`src/plc_pkg.sv`:
```
/*
  Shared constants and types for the two-rate line codec (B3ZS and CMI).
  Assumes a single 25 MHz core clock; line timing is measured in core cycles.
*/
`default_nettype none
package plc_pkg;
  localparam int unsigned CORE_HZ          = 25_000_000;
  localparam int unsigned RATE3_KBPS       = 44_736;
  localparam int unsigned RATE4_KBPS       = 139_264;
  localparam int unsigned TOL3_PPM         = 20;
  localparam int unsigned TOL4_PPM         = 15;
  localparam int unsigned ALARM_LIMIT_US   = 250;
  localparam int unsigned ALARM_LIMIT_CYC  = ALARM_LIMIT_US * (CORE_HZ / 1_000_000);
  localparam int unsigned ALARM_LAT_CYC    = 2;
  localparam int unsigned UI3_CYC_DEF      = 4;
  localparam int unsigned HALF4_CYC_DEF    = 2;
  localparam int unsigned LOSS_UI_DEF      = 32;
  localparam logic        POL_RST          = 1'b0;
  localparam logic [7:0]  PHASE_RST        = 8'h00;
  localparam logic [2:0]  WIN_RST          = 3'h0;
  localparam logic [9:0]  CNT_RST          = 10'h000;

  typedef enum logic [1:0] {
    SLOT_PLAIN = 2'b00,
    SLOT_ZERO  = 2'b01,
    SLOT_VIOL  = 2'b10
  } plc_slot_e;

  typedef struct packed {
    logic pos;
    logic neg;
  } plc_bipolar_s;

  typedef struct packed {
    logic data;
    logic clk;
    logic alarm;
    logic report;
  } plc_rx_s;

  localparam plc_bipolar_s LINE_IDLE = '{pos: 1'b0, neg: 1'b0};
  localparam plc_rx_s      RX_RST    = '{data: 1'b1, clk: 1'b0, alarm: 1'b0, report: 1'b0};
endpackage
`default_nettype wire

```
`src/plc_line_codec.sv`:
```
/*
  Line codec for a 44 736 kbit/s B3ZS port and a 139 264 kbit/s CMI port:
  encoders, timing recovery, decoders, signal-absence supervision and alarm substitution.
  Assumes transmit bit strobes from path termination on core_clk_i and line inputs
  from outside the clock domain; line rates are scaled by the cycle parameters.
*/
`default_nettype none
module plc_line_codec
  import plc_pkg::*;
#(
  parameter int unsigned UI3_CYC        = UI3_CYC_DEF,
  parameter int unsigned HALF4_CYC      = HALF4_CYC_DEF,
  parameter int unsigned LOSS_UI        = LOSS_UI_DEF,
  parameter int unsigned ALARM_LIMIT    = ALARM_LIMIT_CYC
) (
  input  wire logic         core_clk_i,
  input  wire logic         nrst_i,
  input  wire logic         supervision_monitored_i,
  input  wire logic         tx3_data_i,
  input  wire logic         tx3_stb_i,
  output plc_bipolar_s      tx3_line_o,
  input  wire logic         tx4_data_i,
  input  wire logic         tx4_stb_i,
  output logic              tx4_line_o,
  input  wire plc_bipolar_s rx3_line_i,
  output plc_rx_s           rx3_o,
  input  wire logic         rx4_line_i,
  output plc_rx_s           rx4_o
);
  localparam logic [7:0] UI3_LEN   = 8'(UI3_CYC);
  localparam logic [7:0] HALF4_LEN = 8'(HALF4_CYC);
  localparam logic [9:0] LOSS3     = 10'(LOSS_UI);
  localparam logic [9:0] LOSS4     = 10'(2 * LOSS_UI);

  if (UI3_CYC < 4 || UI3_CYC > 255 || HALF4_CYC < 2 || HALF4_CYC > 255)
    $error("line cycle parameters out of range");
  if (LOSS_UI < 2 || LOSS_UI > 511 || ALARM_LIMIT < ALARM_LAT_CYC)
    $error("supervision parameters out of range");

  // free-running phase, pulled in by line edges; nominal period when idle
  function automatic logic [7:0] phase_next(input logic [7:0] ph, input logic edge_seen, input logic [7:0] len);
    if (edge_seen)
      return 8'h01;
    else if (ph == len - 8'h01)
      return 8'h00;
    else
      return ph + 8'h01;
  endfunction

  function automatic logic [9:0] loss_next(input logic [9:0] cnt, input logic edge_seen, input logic smp,
                                           input logic [9:0] lim);
    if (edge_seen)
      return 10'h000;
    else if (smp && cnt < lim)
      return cnt + 10'h001;
    else
      return cnt;
  endfunction

  // ---------------- B3ZS transmit
  logic      [2:0] tx_win;
  plc_slot_e       tx_slot2, tx_slot1;
  logic            tx_last_pol, tx_odd;
  wire logic       sub_start = tx_slot2 == SLOT_PLAIN && tx_slot1 == SLOT_PLAIN && tx_win == 3'h0;
  wire logic       is_viol   = tx_slot2 == SLOT_VIOL;
  wire logic       tx_pulse  = (tx_slot2 == SLOT_PLAIN && tx_win[2]) || (sub_start && !tx_odd) || is_viol;
  wire logic       tx_pol    = is_viol ? tx_last_pol : !tx_last_pol;

  always_ff @(posedge core_clk_i or negedge nrst_i) begin
    if (!nrst_i) begin
      tx_win      <= WIN_RST;
      tx_slot2    <= SLOT_PLAIN;
      tx_slot1    <= SLOT_PLAIN;
      tx_last_pol <= POL_RST;
      tx_odd      <= 1'b0;
      tx3_line_o  <= LINE_IDLE;
    end else if (tx3_stb_i) begin
      tx_win      <= {tx_win[1:0], tx3_data_i};
      tx_slot2    <= sub_start ? SLOT_ZERO : tx_slot1;
      tx_slot1    <= sub_start ? SLOT_VIOL : SLOT_PLAIN;
      tx3_line_o  <= '{pos: tx_pulse && tx_pol, neg: tx_pulse && !tx_pol};
      if (tx_pulse)
        tx_last_pol <= tx_pol;
      if (is_viol)
        tx_odd <= 1'b0;
      else if (tx_pulse)
        tx_odd <= !tx_odd;
    end
  end

  // ---------------- CMI transmit
  logic tx4_half, tx4_bit, tx4_one_lvl;

  always_ff @(posedge core_clk_i or negedge nrst_i) begin
    if (!nrst_i) begin
      tx4_half    <= 1'b0;
      tx4_bit     <= 1'b0;
      tx4_one_lvl <= 1'b1;
      tx4_line_o  <= 1'b0;
    end else if (tx4_stb_i) begin
      tx4_half <= !tx4_half;
      if (!tx4_half) begin
        tx4_bit    <= tx4_data_i;
        tx4_line_o <= tx4_data_i ? tx4_one_lvl : 1'b0;
      end else begin
        tx4_line_o <= tx4_bit ? tx4_one_lvl : 1'b1;
        if (tx4_bit)
          tx4_one_lvl <= !tx4_one_lvl;
      end
    end
  end

  // ---------------- line input synchronisers
  plc_bipolar_s rx3_m, rx3_s, rx3_p;
  logic         rx4_m, rx4_s, rx4_p;

  always_ff @(posedge core_clk_i or negedge nrst_i) begin
    if (!nrst_i) begin
      rx3_m <= LINE_IDLE;
      rx3_s <= LINE_IDLE;
      rx3_p <= LINE_IDLE;
      rx4_m <= 1'b0;
      rx4_s <= 1'b0;
      rx4_p <= 1'b0;
    end else begin
      rx3_m <= rx3_line_i;
      rx3_s <= rx3_m;
      rx3_p <= rx3_s;
      rx4_m <= rx4_line_i;
      rx4_s <= rx4_m;
      rx4_p <= rx4_s;
    end
  end

  // ---------------- B3ZS receive
  logic [7:0] ph3;
  logic [9:0] cnt3;
  logic [2:0] dpipe;
  logic       rx_last_pol;
  wire logic  edge3 = (rx3_s.pos && !rx3_p.pos) || (rx3_s.neg && !rx3_p.neg);
  wire logic  smp3  = ph3 == (UI3_LEN >> 1);
  wire logic  mark3 = rx3_s.pos || rx3_s.neg;
  wire logic  viol3 = mark3 && (rx3_s.pos == rx_last_pol);
  wire logic  def3  = cnt3 >= LOSS3;

  always_ff @(posedge core_clk_i or negedge nrst_i) begin
    if (!nrst_i) begin
      ph3         <= PHASE_RST;
      cnt3        <= CNT_RST;
      dpipe       <= WIN_RST;
      rx_last_pol <= POL_RST;
      rx3_o       <= RX_RST;
    end else begin
      ph3       <= phase_next(ph3, edge3, UI3_LEN);
      cnt3      <= loss_next(cnt3, edge3, smp3, LOSS3);
      rx3_o.clk <= ph3 < (UI3_LEN >> 1);
      rx3_o.report <= def3 && supervision_monitored_i;
      if (smp3) begin
        dpipe <= viol3 ? 3'h0 : {dpipe[1:0], mark3};
        if (mark3)
          rx_last_pol <= rx3_s.pos;
      end
      rx3_o.alarm <= def3;
      if (def3)
        rx3_o.data <= 1'b1;
      else if (smp3)
        rx3_o.data <= dpipe[2];
    end
  end

  // ---------------- CMI receive
  logic [7:0] ph4;
  logic [9:0] cnt4;
  logic       hsel, first_half;
  wire logic  edge4 = rx4_s != rx4_p;
  wire logic  smp4  = ph4 == (HALF4_LEN >> 1);
  wire logic  def4  = cnt4 >= LOSS4;
  wire logic  slip4 = hsel && first_half && !rx4_s;
  wire logic  bit4  = first_half == rx4_s;

  always_ff @(posedge core_clk_i or negedge nrst_i) begin
    if (!nrst_i) begin
      ph4        <= PHASE_RST;
      cnt4       <= CNT_RST;
      hsel       <= 1'b0;
      first_half <= 1'b0;
      rx4_o      <= RX_RST;
    end else begin
      ph4          <= phase_next(ph4, edge4, HALF4_LEN);
      cnt4         <= loss_next(cnt4, edge4, smp4, LOSS4);
      rx4_o.report <= def4 && supervision_monitored_i;
      rx4_o.alarm  <= def4;
      if (smp4) begin
        first_half <= rx4_s;
        hsel       <= slip4 ? 1'b1 : !hsel;
        rx4_o.clk  <= hsel && !slip4;
      end
      if (def4)
        rx4_o.data <= 1'b1;
      else if (smp4 && hsel && !slip4)
        rx4_o.data <= bit4;
    end
  end
endmodule
`default_nettype wire

```
`config.mk`:
```
export PLATFORM = sky130hd
export DESIGN_NAME = plc_line_codec
export DESIGN_NICKNAME = d
export VERILOG_FILES = /design/src/plc_pkg.sv /design/src/plc_line_codec.sv
export SDC_FILE = /design/constraint.sdc
export NUM_CORES = 1
export LEC_CHECK = 0
export BUFFER_PORTS_ARGS = -buffer_cell sky130_fd_sc_hd__buf_2
export CORE_MARGIN = 2
export CORE_UTILIZATION = 53
export CTS_CLUSTER_SIZE = 30
export DETAILED_ROUTE_END_ITERATION = 10
export PLACE_DENSITY = 0.74
export SLEW_MARGIN = 30
export SYNTH_ARGS = -nofsm -noshare
export SYNTH_HDL_FRONTEND = slang
export SYNTH_SLANG_ARGS = --single-unit
```
`constraint.sdc`:
```
create_clock -name core_clk_i -period 1.5 [get_ports core_clk_i]
set_input_delay 0.3 -clock core_clk_i [delete_from_list [all_inputs] [get_ports core_clk_i]]
set_output_delay 0.3 -clock core_clk_i [all_outputs]
set_load 0.005 [all_outputs]
```
==> results.toml <==
[status]
status = "finished with violations"
violations = "setup timing"

[yosys]
synthTopCellsByCount = "69 x dfrtp_1, 27 x nor2_1, 20 x inv_1"
synth-edff-count = 0
yosysSeqAreaShare = 0.5868
syn_area_per_cell_sq_um = 11.44
ys_types = 43
ys.flop_type = "dfrtp_1"
ys_seq_elements = 72
async_flop_share = 1.000
ys_warn_count = 0
synth.most_common_cell = "dfrtp_1"
synth_top_cell_area_share = 0.5612
synth_area_leader_cell = "dfrtp_1"
synth_area_sq_um = 3077
netlist_top_cells_area = "dfrtp_1 56%, xor2_1 4.6%, nor2_1 3.3%, ha_1 3.3%, nand3_1 2.9%"
syn_nets = 287
synth_cells = 269

[detailed_routing]
viasPerCell = 5.163
drt_iter0_drc = 98
drtAntennaViolNets = 0
drc_errors = 0
vias = 2117
wl_um = 5375
first_pass_iters = 4
wl_per_cell_um = 13.11

[floorplan]
core_sq_um = 5540
die_area_sq_um = 6430
ios = 21
start_util = 0.5553
rows = 27
die_w_um = 80.19
dieHeight_um = 80.19

[sta]
fmaxAchievable_ghz = 0.6186
hold_viol_final = 0
setup_ws_ps = -116.5
min_period_over_period = 1.078
setup_viol = 5
maxSlewHeadroom = 0.7501
rsz0062_at_grt = "true"
min_period_ps = 1616
slew_viol_final = 0
worst_slew_pin_slew_ps = 371.7
finClkSkew_ps = 19.16

[final_layout]
syn_to_final_growth_pct = 23.95
fill_cells = 421
nNetsFinal = 351
fin_cells = 410
area.sequential_sq_um = 1805
multiInputGateArea_sq_um = 1231
final_util = 0.6883
drive_gt1_frac = 0.2929
diodes = 0
finish.instance_area_sq_um = 3814

[grt]
antenna_found_initial = 0
first_global_vias = 2098
grt_pass1_wl_um = 9411
grt_max_degree = 45
grt_usage = 0.1906
overflow = 0

[placement]
gp_congestion = 0.7889
port_buffers = 20
dp_hpwl_um = 3710
place_inst = 389
placed_area_sq_um = 3511

[power]
ir_drop_mv = 1.008
powerDensity_nw_per_um2 = 1443
p_leak_nw = 1.858

[hold_path]
hold_path_class = "input port to register"

[worst_setup_path]
crit_path_end_kind = "register"
worstSetupStartpointType = "register"
r2r_setup_slack_ps = -120
critPathKind = "register to register"
cp_max_fo = 6
required_ps = 1740
critPathArrivalTime_ps = 1850

[run]
maxCapViolCount = 0

[clocking]
clk_path_buf_depth = 2
numClockSinks = 72
tritoncts = "yes"
clk_latency_ps = 350
htree_levels = 3
path_clk_slew_ps = 80
cts_buffers = 9
cts_root_buf = "clkbuf_8"
-- path summary, 6_finish.rpt --
path                                   endpoint           startpoint  cells past startpoint
hold reg to reg              rx3_s[0]$_DFF_PN0_   rx3_m[0]$_DFF_PN0_                      0
setup / recovery            cnt3[1]$_DFFE_PN0P_  cnt3[7]$_DFFE_PN0P_                      4
setup reg to reg            cnt3[1]$_DFFE_PN0P_  cnt3[7]$_DFFE_PN0P_                      4
hold / removal                  rx4_m$_DFF_PN0_           rx4_line_i                      1
min in group asynchronous   cnt3[0]$_DFFE_PN0P_               nrst_i                      2
max in group asynchronous  rx4_o[3]$_DFFE_PN1P_               nrst_i                      3
-- kinds of logic (layout without fill, tap and decap cells) --
logic type / Yosys count / in the layout / synth area share
and+or+nand+nor: 99 / 99 / 0.1802
DFF: 72 / 72 / 0.5868
AOI/OAI and AO/OA: 34 / 34 / 0.06873
xor gates and xnor gates: 23 / 23 / 0.06547
buffers and inverters: 23 / 92 / 0.03090
muxes: 10 / 10 / 0.03538
adders and majority gates: 8 / 8 / 0.03253
-- worst max-delay path, stage by stage (launching register included) --
cell and delay (ps):
dfrtp_1 370, or4_4 530, and4bb_4 370, mux2i_1 190, nor2_1 50
-- state kept, by name, summed over array words and instances, names as in the netlist, 2 cells and up --
name / cells
cnt3: 10
cnt4: 10
ph3: 8
ph4: 8
rx3_o: 4
rx4_o: 4
dpipe: 3
tx_win: 3
rx3_m: 2
rx3_p: 2
rx3_s: 2
tx3_line_o: 2
tx_slot2: 2
-- through the flow --
step | power, mW | worst slack [ps] | hold slack, ps | TNS, ps
2_1_floorplan | 3.346 | -100.5 | 4.409 | -258.9
5_1_grt | 5.844 | -186.1 | 38.96 | -1195
4_1_cts | 5.498 | -123.0 | 39.55 | -352.0
6_report | 5.502 | -116.5 | 54.88 | -311.4
3_3_place_gp | 3.791 | -164.4 | 231.3 | -507.7
3_5_place_dp | 3.862 | -174.9 | 228.2 | -686.2
-- where the power goes --
group	switching, mW	total (mW)	internal, mW
sequential	0.258	2.58	2.32
clock	0.745	1.56	0.819
combinational	0.656	1.36	0.704
total	1.66	5.50	3.84
-- layer usage --
layer	wire length (um)	vias up	track usage
met1	2456	1039	0.2440
met3	136	9	0.04157
li1	-	1043	-
met4	108	0	0.09322
met2	2674	26	0.3075
met5	0	-	0
-- timing repair --
action | 4_1_cts | 5_1_grt
endpoints found under the hold margin | 11 | 0
pin swaps | 4 | 1
endpoints found under the setup margin | 14 | 27
hold buffers | 1 | 0
gates resized for setup | 5 | 10
setup buffers | 2 | 2
-- layout by cell type (no fill, tap or decap), types with 7 or more instances in the layout --
cell type / instances
buf_2: 20
buf_4: 30
ha_1: 7
o21ai_0: 8
clkbuf_8: 10
xor2_1: 16
mux2_2: 7
a21oi_1: 11
nand3_1: 17
and2_1: 8
xnor2_1: 7
nand2_1: 12
inv_1: 20
nor2_1: 27
dfrtp_1: 69
and3_1: 7
-- layout make-up --
class                           count  share of cell area
Sequential cell                    72              0.4734
Multi-Input combinational cell    174              0.3228
Timing Repair Buffer               56              0.1073
Clock buffer                       10             0.03609
Tap cell                           72             0.02362
Inverter                           20             0.01969
Clock inverter                      6             0.01706
(Power assumes the default switching activity.)
